--- config.mk ---
export PLATFORM = sky130hd
export DESIGN_NAME = dca_decoder
export DESIGN_NICKNAME = d
export VERILOG_FILES = /design/src/core/dca_pkg.sv /design/src/core/dca_cmd_decode.sv /design/src/core/dca_decoder.sv /design/src/core/dca_sync.sv
export SDC_FILE = /design/constraint.sdc
export NUM_CORES = 1
export LEC_CHECK = 0
export BUFFER_PORTS_ARGS = -buffer_cell sky130_fd_sc_hd__buf_2
export CAP_MARGIN = 20
export CORE_MARGIN = 2
export CORE_UTILIZATION = 55
export CTS_CLUSTER_SIZE = 24
export DETAILED_ROUTE_END_ITERATION = 16
export PLACE_DENSITY_LB_ADDON = 0.15
export SYNTH_ARGS = -nofsm -noshare
export SYNTH_HDL_FRONTEND = slang
export SYNTH_HIERARCHICAL = 1
export SYNTH_SLANG_ARGS = --single-unit
export TNS_END_PERCENT = 100
--- constraint.sdc ---
create_clock -name CORE_CLK -period 2.9 [get_ports CORE_CLK]
set_input_delay 0.58 -clock CORE_CLK [delete_from_list [all_inputs] [get_ports CORE_CLK]]
set_output_delay 0.58 -clock CORE_CLK [all_outputs]
set_load 0.03 [all_outputs]
--- src/core/dca_pkg.sv ---
// dca_pkg: shared constants and types of the command and address decoder
package dca_pkg;
   // ----------------------------------------------------------------
   // pin widths and command codes {rank select, row, column, write}
   // ----------------------------------------------------------------
   localparam int ADDR_W = 15;
   localparam int BANK_W = 3;
   localparam int PIN_W = 26;
   localparam logic [3:0] CMD_MODE_LOAD = 4'h0;
   localparam logic [3:0] CMD_REFRESH = 4'h1;
   localparam logic [3:0] CMD_PRECHARGE = 4'h2;
   localparam logic [3:0] CMD_ACTIVATE = 4'h3;
   localparam logic [3:0] CMD_WRITE = 4'h4;
   localparam logic [3:0] CMD_READ = 4'h5;
   // strobes and clock gate idle high, everything else low, until the pins are seen;
   // a low gate here would drop the block into power down right after reset
   localparam logic [PIN_W-1:0] PIN_INIT = 26'h3c0_0008;
   // ----------------------------------------------------------------
   // address bit roles and mode register layout
   // ----------------------------------------------------------------
   localparam int PRECHARGE_BIT = 10;
   localparam int TERMINATION_STROBE_SEL_BIT = 11;
   localparam int CHOP_BIT = 12;
   localparam int MODE_REG_ONE = 1;
   localparam int NUM_MODE_REGS = 4;
   localparam int BURST_BEATS = 8;
   // ----------------------------------------------------------------
   // register map, fields and bus answers
   // ----------------------------------------------------------------
   localparam int AXI_AW = 8;
   localparam logic [7:0] REG_CTRL = 8'h00;
   localparam logic [7:0] REG_STATUS = 8'h04;
   localparam logic [7:0] REG_LAST = 8'h08;
   localparam logic [7:0] REG_COUNT = 8'h0c;
   localparam logic [7:0] REG_MODE_BASE = 8'h10;
   localparam int CTRL_EN_BIT = 0;
   localparam logic CTRL_EN_RESET = 1'b1;
   localparam int ST_TERMINATION_STROBE_BIT = 3;
   localparam int ST_TERM_BIT = 4;
   localparam int ST_BUSY_BIT = 5;
   localparam int LAST_BANK_LSB = 16;
   localparam logic [1:0] RESP_OKAY = 2'h0;
   localparam logic [1:0] RESP_SLVERR = 2'h2;
   // ----------------------------------------------------------------
   // power states, one-hot
   // ----------------------------------------------------------------
   typedef enum logic [2:0] {
      PWR_ON = 3'b001,
      PWR_DOWN = 3'b010,
      PWR_SREF = 3'b100
   } dca_pwr_t;
endpackage

--- src/core/dca_cmd_decode.sv ---
// dca_cmd_decode: command code decode from rank select and the three strobes
`timescale 1ns/1ns
`default_nettype none
module dca_cmd_decode
   import dca_pkg::*;
(
   // command strobes, active low
   input wire logic cs_n,
   input wire logic ras_n,
   input wire logic cas_n,
   input wire logic we_n,
   // decoded commands
   output logic is_act,
   output logic is_rd,
   output logic is_wr,
   output logic is_pre,
   output logic is_mrs,
   output logic is_ref
);
   logic [3:0] code;

   // rank select is the top bit of the code, so a deselect matches nothing
   always_comb begin
      code = {cs_n, ras_n, cas_n, we_n};
      is_act = (code == CMD_ACTIVATE);
      is_rd = (code == CMD_READ);
      is_wr = (code == CMD_WRITE);
      is_pre = (code == CMD_PRECHARGE);
      is_mrs = (code == CMD_MODE_LOAD);
      is_ref = (code == CMD_REFRESH);
   end
endmodule // dca_cmd_decode
`default_nettype wire

--- src/core/dca_decoder.sv ---
// dca_decoder: command and address decode with write mask sampling
//
// Design decisions made here: the placing of the registers and the AXI4-Lite slave port.
`timescale 1ns/1ns
`default_nettype none
module dca_decoder (
   // clock and reset
   input wire logic CORE_CLK,
   input wire logic RESETN,
   // axi4-lite write channels
   input wire logic [dca_pkg::AXI_AW-1:0] S_AXI_AWADDR,
   input wire logic S_AXI_AWVALID,
   output logic S_AXI_AWREADY,
   input wire logic [31:0] S_AXI_WDATA,
   input wire logic [3:0] S_AXI_WSTRB,
   input wire logic S_AXI_WVALID,
   output logic S_AXI_WREADY,
   output logic [1:0] S_AXI_BRESP,
   output logic S_AXI_BVALID,
   input wire logic S_AXI_BREADY,
   // axi4-lite read channels
   input wire logic [dca_pkg::AXI_AW-1:0] S_AXI_ARADDR,
   input wire logic S_AXI_ARVALID,
   output logic S_AXI_ARREADY,
   output logic [31:0] S_AXI_RDATA,
   output logic [1:0] S_AXI_RRESP,
   output logic S_AXI_RVALID,
   input wire logic S_AXI_RREADY,
   // command and address pins
   input wire logic CS_N,
   input wire logic RAS_N,
   input wire logic CAS_N,
   input wire logic WE_N,
   input wire logic [dca_pkg::BANK_W-1:0] GROUP_INDEX,
   input wire logic [dca_pkg::ADDR_W-1:0] ADDR_LINES,
   input wire logic CLK_GATE,
   input wire logic TERMINATION_ENABLE,
   // write mask pins
   input wire logic WRITE_MASK,
   input wire logic DATA_STROBE,
   // decoded commands, one-cycle pulses
   output logic CMD_ACT,
   output logic CMD_READ,
   output logic CMD_WRITE,
   output logic CMD_PRE,
   output logic CMD_MODE_LOAD,
   output logic CMD_REFRESH,
   // captured fields
   output logic [dca_pkg::BANK_W-1:0] CMD_BANK,
   output logic [dca_pkg::ADDR_W-1:0] ROW_ADDR,
   output logic [dca_pkg::ADDR_W-1:0] COL_ADDR,
   output logic AUTO_PRECHARGE,
   output logic PRECHARGE_ALL,
   output logic CHOP_FLAG,
   output logic [dca_pkg::BANK_W-1:0] MODE_SEL,
   output logic [dca_pkg::ADDR_W-1:0] MODE_OPCODE,
   // write beats and status
   output logic BEAT_VALID,
   output logic BEAT_KEEP,
   output logic TERM_STROBE_MODE,
   output logic TERM_ACTIVE,
   output logic [2:0] POWER_STATE
);
   import dca_pkg::*;

   // ----------------------------------------------------------------
   // pin synchronisation and decode
   // ----------------------------------------------------------------
   logic [PIN_W-1:0] s_pins;
   logic s_cs_n, s_ras_n, s_cas_n, s_we_n, s_cke, s_odt, s_mask, s_dqs;
   logic [BANK_W-1:0] s_gi;
   logic [ADDR_W-1:0] s_addr;
   logic is_act, is_rd, is_wr, is_pre, is_mrs, is_ref;

   dca_sync #(.WIDTH(PIN_W), .INIT(PIN_INIT)) u_sync (
      .clk(CORE_CLK),
      .rst_n(RESETN),
      .din({CS_N, RAS_N, CAS_N, WE_N, GROUP_INDEX, ADDR_LINES, CLK_GATE,
            TERMINATION_ENABLE, WRITE_MASK, DATA_STROBE}),
      .dout(s_pins)
   );
   // unpack the synchronised pins
   assign {s_cs_n, s_ras_n, s_cas_n, s_we_n, s_gi, s_addr, s_cke, s_odt, s_mask, s_dqs} = s_pins;

   dca_cmd_decode u_dec (
      .cs_n(s_cs_n),
      .ras_n(s_ras_n),
      .cas_n(s_cas_n),
      .we_n(s_we_n),
      .is_act(is_act),
      .is_rd(is_rd),
      .is_wr(is_wr),
      .is_pre(is_pre),
      .is_mrs(is_mrs),
      .is_ref(is_ref)
   );

   // ----------------------------------------------------------------
   // decode state
   // ----------------------------------------------------------------
   dca_pwr_t pwr, next_pwr;
   logic ctrl_en, next_ctrl_en;
   logic [31:0] count, next_count;
   logic [ADDR_W-1:0] mode_reg [NUM_MODE_REGS];
   logic [ADDR_W-1:0] next_mode_reg [NUM_MODE_REGS];
   logic [5:0] cmd, next_cmd;
   logic [BANK_W-1:0] bank, next_bank, msel, next_msel;
   logic [ADDR_W-1:0] row, next_row, col, next_col, opcode, next_opcode;
   logic ap, next_ap, pall, next_pall, chop, next_chop;
   logic [3:0] beats, next_beats;
   logic dqs_q, bvld, next_bvld, bkeep, next_bkeep, term, next_term;
   logic go, dqs_edge, beat_go, termination_strobe_mode, wr_hit;
   logic [31:0] wd;

   // sampling gate: only an awake, enabled device with clock gate high decodes
   assign go = (pwr == PWR_ON) && s_cke && ctrl_en;
   assign dqs_edge = s_dqs ^ dqs_q;
   assign beat_go = dqs_edge && (beats != '0) && (pwr == PWR_ON);
   assign termination_strobe_mode = mode_reg[MODE_REG_ONE][TERMINATION_STROBE_SEL_BIT];

   // next values of the command, capture, mask and power state
   always_comb begin
      next_cmd = '0;
      next_bank = bank;
      next_row = row;
      next_col = col;
      next_ap = ap;
      next_pall = pall;
      next_chop = chop;
      next_msel = msel;
      next_opcode = opcode;
      next_mode_reg = mode_reg;
      next_count = count;
      next_beats = beats;
      next_bvld = 1'b0;
      next_bkeep = bkeep;
      next_pwr = pwr;
      // deselect or sleep yields no command at all
      if (go) begin
         next_cmd = {is_ref, is_mrs, is_pre, is_wr, is_rd, is_act};
         if (is_act || is_rd || is_wr || is_pre) begin
            next_bank = s_gi;
         end
         if (is_act) begin
            next_row = s_addr;
         end
         if (is_rd || is_wr) begin
            next_col = s_addr;
            next_ap = s_addr[PRECHARGE_BIT];
            next_chop = s_addr[CHOP_BIT];
         end
         if (is_pre) begin
            next_pall = s_addr[PRECHARGE_BIT];
         end
         if (is_mrs) begin
            next_msel = s_gi;
            next_opcode = s_addr;
            if (32'(s_gi) < NUM_MODE_REGS) begin
               next_mode_reg[s_gi[1:0]] = s_addr;
            end
         end
         if (is_act || is_rd || is_wr || is_pre || is_mrs || is_ref) begin
            next_count = count + 32'h0000_0001;
         end
      end
      // one mask bit per strobe edge while a write burst is open
      if (beat_go) begin
         next_bvld = 1'b1;
         next_bkeep = termination_strobe_mode || !s_mask;
         next_beats = beats - 4'h1;
      end
      // a new write restarts the beat count, winning over a beat
      if (go && is_wr) begin
         next_beats = 4'(BURST_BEATS);
      end
      // sleep states follow the clock gate level
      case (pwr)
         PWR_ON: begin
            if (!s_cke) begin
               next_pwr = (is_ref && ctrl_en) ? PWR_SREF : PWR_DOWN;
               next_beats = '0;
            end
         end
         PWR_DOWN, PWR_SREF: begin
            if (s_cke) begin
               next_pwr = PWR_ON;
            end
         end
         default: next_pwr = PWR_ON;
      endcase
      // termination input stays alive in power down, not in self refresh
      next_term = s_odt && (pwr != PWR_SREF);
      next_ctrl_en = ctrl_en;
      if (wr_hit) begin
         next_ctrl_en = wd[CTRL_EN_BIT];
      end
   end

   // register the decode state
   always_ff @(posedge CORE_CLK) begin
      if (!RESETN) begin
         pwr <= PWR_ON;
         ctrl_en <= CTRL_EN_RESET;
         count <= '0;
         mode_reg <= '{default: '0};
         cmd <= '0;
         bank <= '0;
         row <= '0;
         col <= '0;
         ap <= 1'b0;
         pall <= 1'b0;
         chop <= 1'b0;
         msel <= '0;
         opcode <= '0;
         beats <= '0;
         dqs_q <= 1'b0;
         bvld <= 1'b0;
         bkeep <= 1'b0;
         term <= 1'b0;
      end else begin
         pwr <= next_pwr;
         ctrl_en <= next_ctrl_en;
         count <= next_count;
         mode_reg <= next_mode_reg;
         cmd <= next_cmd;
         bank <= next_bank;
         row <= next_row;
         col <= next_col;
         ap <= next_ap;
         pall <= next_pall;
         chop <= next_chop;
         msel <= next_msel;
         opcode <= next_opcode;
         beats <= next_beats;
         dqs_q <= s_dqs;
         bvld <= next_bvld;
         bkeep <= next_bkeep;
         term <= next_term;
      end
   end

   // outputs straight from flip-flops
   assign {CMD_REFRESH, CMD_MODE_LOAD, CMD_PRE, CMD_WRITE, CMD_READ, CMD_ACT} = cmd;
   assign CMD_BANK = bank;
   assign ROW_ADDR = row;
   assign COL_ADDR = col;
   assign AUTO_PRECHARGE = ap;
   assign PRECHARGE_ALL = pall;
   assign CHOP_FLAG = chop;
   assign MODE_SEL = msel;
   assign MODE_OPCODE = opcode;
   assign BEAT_VALID = bvld;
   assign BEAT_KEEP = bkeep;
   assign TERM_STROBE_MODE = termination_strobe_mode;
   assign TERM_ACTIVE = term;
   assign POWER_STATE = pwr;

   // ----------------------------------------------------------------
   // axi4-lite slave, one write and one read in flight
   // ----------------------------------------------------------------
   logic aw_got, next_aw_got, w_got, next_w_got, awr, next_awr, wr_r, next_wr_r;
   logic bv, next_bv, arr, next_arr, rv, next_rv;
   logic [AXI_AW-1:0] wa, next_wa;
   logic [31:0] next_wd, rd, next_rd;
   logic [3:0] ws, next_ws;
   logic [1:0] br, next_br, rr, next_rr;

   // write applies once both halves are held; ctrl takes byte lane 0
   assign wr_hit = aw_got && w_got && !bv && (wa == REG_CTRL) && ws[0];

   always_comb begin
      next_aw_got = aw_got;
      next_w_got = w_got;
      next_wa = wa;
      next_wd = wd;
      next_ws = ws;
      next_bv = bv;
      next_br = br;
      next_rv = rv;
      next_rd = rd;
      next_rr = rr;
      if (S_AXI_AWVALID && awr) begin
         next_aw_got = 1'b1;
         next_wa = S_AXI_AWADDR;
      end
      if (S_AXI_WVALID && wr_r) begin
         next_w_got = 1'b1;
         next_wd = S_AXI_WDATA;
         next_ws = S_AXI_WSTRB;
      end
      if (aw_got && w_got && !bv) begin
         next_aw_got = 1'b0;
         next_w_got = 1'b0;
         next_bv = 1'b1;
         // mapped but read-only words take the write silently
         if (wa == REG_CTRL || wa == REG_STATUS || wa == REG_LAST || wa == REG_COUNT) begin
            next_br = RESP_OKAY;
         end else if (wa[7:4] == REG_MODE_BASE[7:4] && wa[1:0] == 2'h0) begin
            next_br = RESP_OKAY;
         end else begin
            next_br = RESP_SLVERR;
         end
      end else if (bv && S_AXI_BREADY) begin
         next_bv = 1'b0;
      end
      if (S_AXI_ARVALID && arr) begin
         next_rv = 1'b1;
         next_rr = RESP_OKAY;
         next_rd = '0;
         if (S_AXI_ARADDR == REG_CTRL) begin
            next_rd[CTRL_EN_BIT] = ctrl_en;
         end else if (S_AXI_ARADDR == REG_STATUS) begin
            next_rd[2:0] = pwr;
            next_rd[ST_TERMINATION_STROBE_BIT] = termination_strobe_mode;
            next_rd[ST_TERM_BIT] = term;
            next_rd[ST_BUSY_BIT] = (beats != '0);
         end else if (S_AXI_ARADDR == REG_LAST) begin
            next_rd[ADDR_W-1:0] = row;
            next_rd[LAST_BANK_LSB +: BANK_W] = bank;
         end else if (S_AXI_ARADDR == REG_COUNT) begin
            next_rd = count;
         end else if (S_AXI_ARADDR[7:4] == REG_MODE_BASE[7:4] && S_AXI_ARADDR[1:0] == 2'h0) begin
            next_rd = 32'(mode_reg[S_AXI_ARADDR[3:2]]);
         end else begin
            next_rr = RESP_SLVERR;
         end
      end else if (rv && S_AXI_RREADY) begin
         next_rv = 1'b0;
      end
      // readies fall while a half is held or an answer waits
      next_awr = !next_aw_got && !next_bv;
      next_wr_r = !next_w_got && !next_bv;
      next_arr = !next_rv;
   end

   always_ff @(posedge CORE_CLK) begin
      if (!RESETN) begin
         aw_got <= 1'b0;
         w_got <= 1'b0;
         awr <= 1'b0;
         wr_r <= 1'b0;
         arr <= 1'b0;
         wa <= '0;
         wd <= '0;
         ws <= '0;
         bv <= 1'b0;
         br <= RESP_OKAY;
         rv <= 1'b0;
         rd <= '0;
         rr <= RESP_OKAY;
      end else begin
         aw_got <= next_aw_got;
         w_got <= next_w_got;
         awr <= next_awr;
         wr_r <= next_wr_r;
         arr <= next_arr;
         wa <= next_wa;
         wd <= next_wd;
         ws <= next_ws;
         bv <= next_bv;
         br <= next_br;
         rv <= next_rv;
         rd <= next_rd;
         rr <= next_rr;
      end
   end

   assign S_AXI_AWREADY = awr;
   assign S_AXI_WREADY = wr_r;
   assign S_AXI_BVALID = bv;
   assign S_AXI_BRESP = br;
   assign S_AXI_ARREADY = arr;
   assign S_AXI_RVALID = rv;
   assign S_AXI_RDATA = rd;
   assign S_AXI_RRESP = rr;
endmodule // dca_decoder
`default_nettype wire

--- src/core/dca_sync.sv ---
// dca_sync: two flip-flop synchroniser for a group of pin inputs
`timescale 1ns/1ns
`default_nettype none
module dca_sync #(
   parameter int WIDTH = 1,
   parameter logic [WIDTH-1:0] INIT = '0
) (
   // clock and reset
   input wire logic clk,
   input wire logic rst_n,
   // pins in, synchronised copy out
   input wire logic [WIDTH-1:0] din,
   output logic [WIDTH-1:0] dout
);
   logic [WIDTH-1:0] meta;

   // first stage feeds the second stage only
   always_ff @(posedge clk) begin
      if (!rst_n) begin
         meta <= INIT;
         dout <= INIT;
      end else begin
         meta <= din;
         dout <= meta;
      end
   end
endmodule // dca_sync
`default_nettype wire

Yosys cells after proc, flatten, opt, wreduce, memory -nomap -nowiden:

Index checks and enable logic that the tools add are counted.

* reduce and logical (&&, ||, !) cells: 53
* divide/modulo/power cells: 0
* multiply operators: 0
* magnitude comparators: 4
* add/sub/neg operators: 2
* shifts and indexed selects: 0
* mux-type cells: 40
* bitwise gates (word level): 3
* equality and inequality tests: 19

Operators by type and width (count)
* $mux 15: 5
* $bwmux 60: 1
* $add 32x1->32 const B: 1
* $eq 8x4->1 const B: 4
* $mux 32: 1
* $mux 31: 1
* $bmux 15 s2: 1
* $demux 15 s2: 1
* $mux 26: 1
* $logic_and 1x1->1: 21
* $eq 8x3->1 const B: 2
* $logic_not 8->1: 2
* $mux 4: 4
* $reduce_and 2->1: 8
* $mux 2: 7
* $mux 13: 1
* $eq 4x1->1 const B: 3
* $mux 3: 4
* $mux 1: 11
* $logic_or 1x1->1: 10
* $eq 4x2->1 const B: 2
* $eq 4x3->1 const B: 2
* $ge 3x3->1 const B: 2
* $logic_not 1->1: 6
* other kinds (18): 20

* bits of input ports: 85
* latch bits: 0
* word-level logic and storage cells: 157
* output and inout port bits: 108
* register bits: 269
* bits in writable memories: 0
* memories: 0
* memory bits (read-only): 0

Depth between registers and ports, before layout:

* depth after elaboration: 9
* gate-level depth with buffers: 8
* gate-level depth less buffers: 6

Modules after synthesis:

The synthesis kept the hierarchy.

By module, submodules not included
* dca_decoder: area an instance 8856.0 µm², cells each 967, instances 1, seq. area each 4264.1 µm²
* dca_sync: area an instance 1393.8 µm², cells each 109, instances 1, seq. area each 1041.0 µm²
* dca_cmd_decode: area an instance 57.6 µm², cells each 6, instances 1, seq. area each 0.0 µm²

Worst setup path before layout:

No wires, ideal clock.

* path kind: flip-flop to flip-flop
* start: register u_sync.dout[22]
* end: register count[28]
* slack: 0.675 ns
* period minus slack after synthesis: 2.225 ns
* library setup time: 0.135 ns
* required time: 2.765 ns
* stages on the path, launching flop included: 8
* buffers on the path: 2
* data arrival time: 2.090 ns
* path through: dfxtp_1 -> nor4b_1 -> nor4_1 -> a211o_1 -> buf_2 -> buf_2 -> o311ai_0 -> o41ai_1

* elaborated cells on any way between the ends: 12
* those cells by class: eq/ne: 5; reduce/logical: 7

RTL lines
* from (decl): line dca_sync.sv:13 `output logic [WIDTH-1:0] dout`
* from (signal assigned): line dca_sync.sv:24 `dout <= meta;`
* $eq 4x3->1: line dca_cmd_decode.sv:27 `is_wr = (code == CMD_WRITE);`
* net is_wr: line dca_decoder.sv:73 `logic is_act, is_rd, is_wr, is_pre, is_mrs, is_ref;`
* $logic_or 1x1->1 (4 in a row): line dca_decoder.sv:162 `if (is_act || is_rd || is_wr || is_pre || is_mrs || is_ref) begin`
* $reduce_and 2->1 (no line)
* to (signal assigned): line dca_decoder.sv:223 `count <= next_count;`
* to (decl): line dca_decoder.sv:103 `logic [31:0] count, next_count;`

The timed path passes the listed nets, and every way through them passes these cells.
A chain may end at the register's enable or synchronous reset.

Worst setup path after layout:

* start: register u_sync.dout[25]
* end: register count[31]

* word-level cells in the longest chain between the ends: 7
* elaborated cells on any way between the ends: 12
* those cells by class: eq/ne: 5; reduce/logical: 7

RTL lines
* $eq 4x2->1: line dca_cmd_decode.sv:25 `is_act = (code == CMD_ACTIVATE);`
* net is_act: line dca_decoder.sv:73
* $logic_or 1x1->1 (5 in a row): line dca_decoder.sv:162
* $reduce_and 2->1 (no line)

The timed path passes the listed nets, and every way through them passes these cells.

==> results by stage <==
Worst hold path:
- The type of the tightest min-delay check is input port to flop.
- The worst hold path cell count is 2.

Logic synthesis:
- The synthesis-stage register bit count is around 270.
- The Yosys step of the flow raised 6 warnings.
- The number of cells produced by synthesis is about 1,100.
- After synthesis, the share of flip-flops with an asynchronous set or reset is 0.
- The number of flops mapped to enable cells by yosys is 0.
- The sequential fraction of the synthesis area is 0.515.
- The netlist area before placement is 0.0103 mm2.
- The main flop type after synthesis is dfxtp_1.
- A synthesized cell averages around 9.5 um2.
- After synthesis, the netlist uses 57 different library cells.

STA:
- The final hold violation count was 0.
- The max-slew violation count came to 0.
- Setup violations remaining at the end of the flow were counted as 0.
- Subtracting the final worst setup slack from the clock period gives 2.42 ns.
- Between clock sinks in the finished design, the worst skew comes to about 0.0076 ns.
- Setup repair after global routing left no endpoint under its margin.
- Based on the critical path, the design can be clocked at up to 414 MHz.
- The slew at the pin closest to its max-slew limit is 0.770 ns.
- The final setup TNS is 0 ns.
- The post-route clock period utilization is 0.834.
- The relative max-transition margin is 0.482.
- The worst setup slack after layout is 0.482 ns.

Die:
- The die is between 100 and 150 um wide.
- For this configuration, the core starts out at a cell density of 0.557.
- The top-level I/O count is slightly below 200.
- The placeable core region is 0.0185 mm2.
- The total number of placement rows is 50.
- The vertical die dimension is 141 um.
- The die covers 0.0199 mm2.

Run status:
- The flow ran to the end, and the final reports show no timing, DRC or antenna violations.

Clock tree:
- The CTS tree is yes.
- The clock insertion delay at the later pin of the skew report is 0.53 ns.
- The number of clock buffers added by TritonCTS is 27.
- The CTS clock-pin slew for the worst setup and hold paths is 0.06 ns.
- Gates resized during post-CTS repair numbered 0.
- Hold repair after CTS inserted 0 buffers.
- Clock tree synthesis selected as its root buffer the cell clkbuf_16.
- The total number of H-tree levels is 1.
- The maximum clock path buffer count is 3.
- The post-CTS setup-driven buffer insertion count is 0.
- The tree built by TritonCTS fans out to around 270 sinks.

Routing:
- For this block, the routed nets add up to 25,000 um of wire.
- The number of design-rule violations left by the first detailed-router iteration is 639.
- The number of nets with antenna violations after detailed routing is 0.
- The post-detailed-route DRC marker count is 0.
- The average wire length per cell after detail routing is 16.9 um.
- The via-per-instance ratio is 5.62.
- Summing over every cut layer, the via total after detailed routing is 8,319.
- The first detailed-routing pass took 5 iterations.

Layout:
- Across the whole layout, storage elements account for 0.00531 mm2.
- The multi-input combinational cells in the finished layout cover a total of ~0.0047 mm2.
- The flip-flop count of the largest register after layout is 59.
- The number of antenna diodes in the final layout is 0.
- At the end of the flow, the number of nets in the layout was between 1,000 and 1,500.
- The number of filler instances in the final layout is 1,520.
- Relative to the synthesized area, the layout overhead comes to 19.8%.
- The layout cell share with drive strength beyond 1 is 0.209.

Global route:
- The via count of the first global-routing pass is approximately 7,500.
- The pin count of the biggest net entering global routing is 67.
- The final global-route overflow total is 0.
- The first global-routing pass estimated roughly 40,000 um of wire.
- The number of antenna violations at the first check in global routing is 0.
- The total track usage is 0.247.

Pwr:
- For this design the static power due to leakage is 5.24 nW.
- The post-route total power is just under 8 mW.
- VDD sags by at most 0.000505 V.
- The power density normalized to cell area is between 600 and 700 mW/mm2.

Critical path:
- The setup path with the least slack is of type flop to flop.
- The worst setup path is launched from a flop.
- The required time of the critical path is 3.29 ns.
- At the worst endpoint, the arrival time is between 2 and 3 ns.
- Counting cells, the worst reg-to-reg path comes to 6.
- The largest fanout of any net on the critical path is 41.
- The critical path endpoint category is a flop.

Placement:
- In this run the tool buffered the top-level ports with 156 buffer cells.
- The pre-CTS worst setup slack is 0.507 ns.
- The half-perimeter wire length after placement is 16,700 um.
- The congestion estimate from routability-driven global placement came to 0.854.

Job:
- The max-cap check violation count is 0.
cell usage after synthesis, drive strengths merged (9+ instances only):
| cell | instances | share of area |
|---|---|---|
| nand3 | 28 | 0.014 |
| nand4 | 14 | 0.0085 |
| nor2b | 9 | 0.0055 |
| nand2b | 25 | 0.015 |
| buf | 25 | 0.013 |
| or4 | 26 | 0.019 |
| mux4 | 12 | 0.026 |
| or3 | 11 | 0.0067 |
| dfxtp | 265 | 0.51 |
| o31ai | 24 | 0.017 |
| and3 | 10 | 0.0061 |
| a22oi | 35 | 0.025 |
| clkbuf | 51 | 0.019 |
| nor4 | 9 | 0.0055 |
| mux2i | 91 | 0.088 |
| nand2 | 112 | 0.041 |
| and2 | 45 | 0.027 |
| inv | 11 | 0.0040 |
| a21oi | 88 | 0.043 |
| nor3 | 10 | 0.0053 |
| nor2 | 107 | 0.039 |
| o21ai | 17 | 0.0083 |
stage by stage:
stage	std cells	instance area (um2)	hold WS (ns)	util
after detailed placement	1430	11400	0.391	0.613
after global placement	1430	11400	0.393	0.613
after global routing	1480	12400	0.236	0.667
final	1480	12400	0.238	0.667
after CTS	1480	12400	0.228	0.667
after floorplan	1083	10300	0.385	-
per-layer routing:
metal | vias up | global-route usage | part of all wire
met5 | - | 0 | 0
met4 | 0 | 0.0532 | 0.018
li1 | 4106 | - | -
met3 | 37 | 0.0414 | 0.058
met2 | 237 | 0.414 | 0.48
met1 | 3939 | 0.339 | 0.45
power breakdown:
group | switching (mW) | internal, mW | total [mW]
Combinational | 0.187 | 0.109 | 0.297
Clock | 1.41 | 2.39 | 3.81
Sequential | 0.0496 | 3.69 | 3.74
logic make-up after synthesis:
kind of cell / after synthesis / synth area share
AND/OR/NAND/NOR: 434 / 0.216
flip-flops: 265 / 0.515
AO/OA/AOI/OAI: 183 / 0.110
multiplexers: 104 / 0.116
buffers and inverters: 87 / 0.0357
XOR/XNOR: 6 / 0.00510
adder cells (fa/ha/maj): 2 / 0.00243
other: 1 / 0.000364
final cells by class:
| cell class | instances | area share |
|---|---|---|
| inverter | 11 | 0.00355 |
| tap | 234 | 0.0237 |
| timing repair buffer | 189 | 0.0863 |
| sequential | 265 | 0.429 |
| multi-input combinational | 731 | 0.377 |
| clock inverter | 14 | 0.0181 |
| clock buffer | 36 | 0.0623 |
worst paths after layout:
| check | from | to | slack [ns] |
|---|---|---|---|
| worst max-delay path | u_sync/dout[25] | count[31] | 0.48 |
| worst min-delay path | WE_N | u_sync/meta[22] | 0.24 |
| worst max register to register | u_sync/dout[25] | count[31] | 0.48 |
| worst min register to register | u_sync/meta[3] | u_sync/dout[3] | 0.41 |
cell usage in the layout, fill, tap and decap left out, types with 25 or more instances in the layout:
cell type  Yosys  routed
a22oi_1       35      35
dfxtp_1      265     265
nand3_1       28      28
buf_2         17     156
buf_4          4      30
or4_1         25      25
nand2b_1      25      25
clkbuf_16      0      27
a21oi_1       88      88
mux2i_1       91      91
nor2_1       107     107
nand2_1      112     112
and2_1        45      45
critical path, stage by stage (launching register included):
cell,delay (ns)
dfxtp_1,0.40
and4bb_2,0.30
nor4_1,0.68
a211o_1,0.24
buf_4,0.34
nor4_1,0.14
mux2i_1,0.16
(Power assumes the default switching activity.)
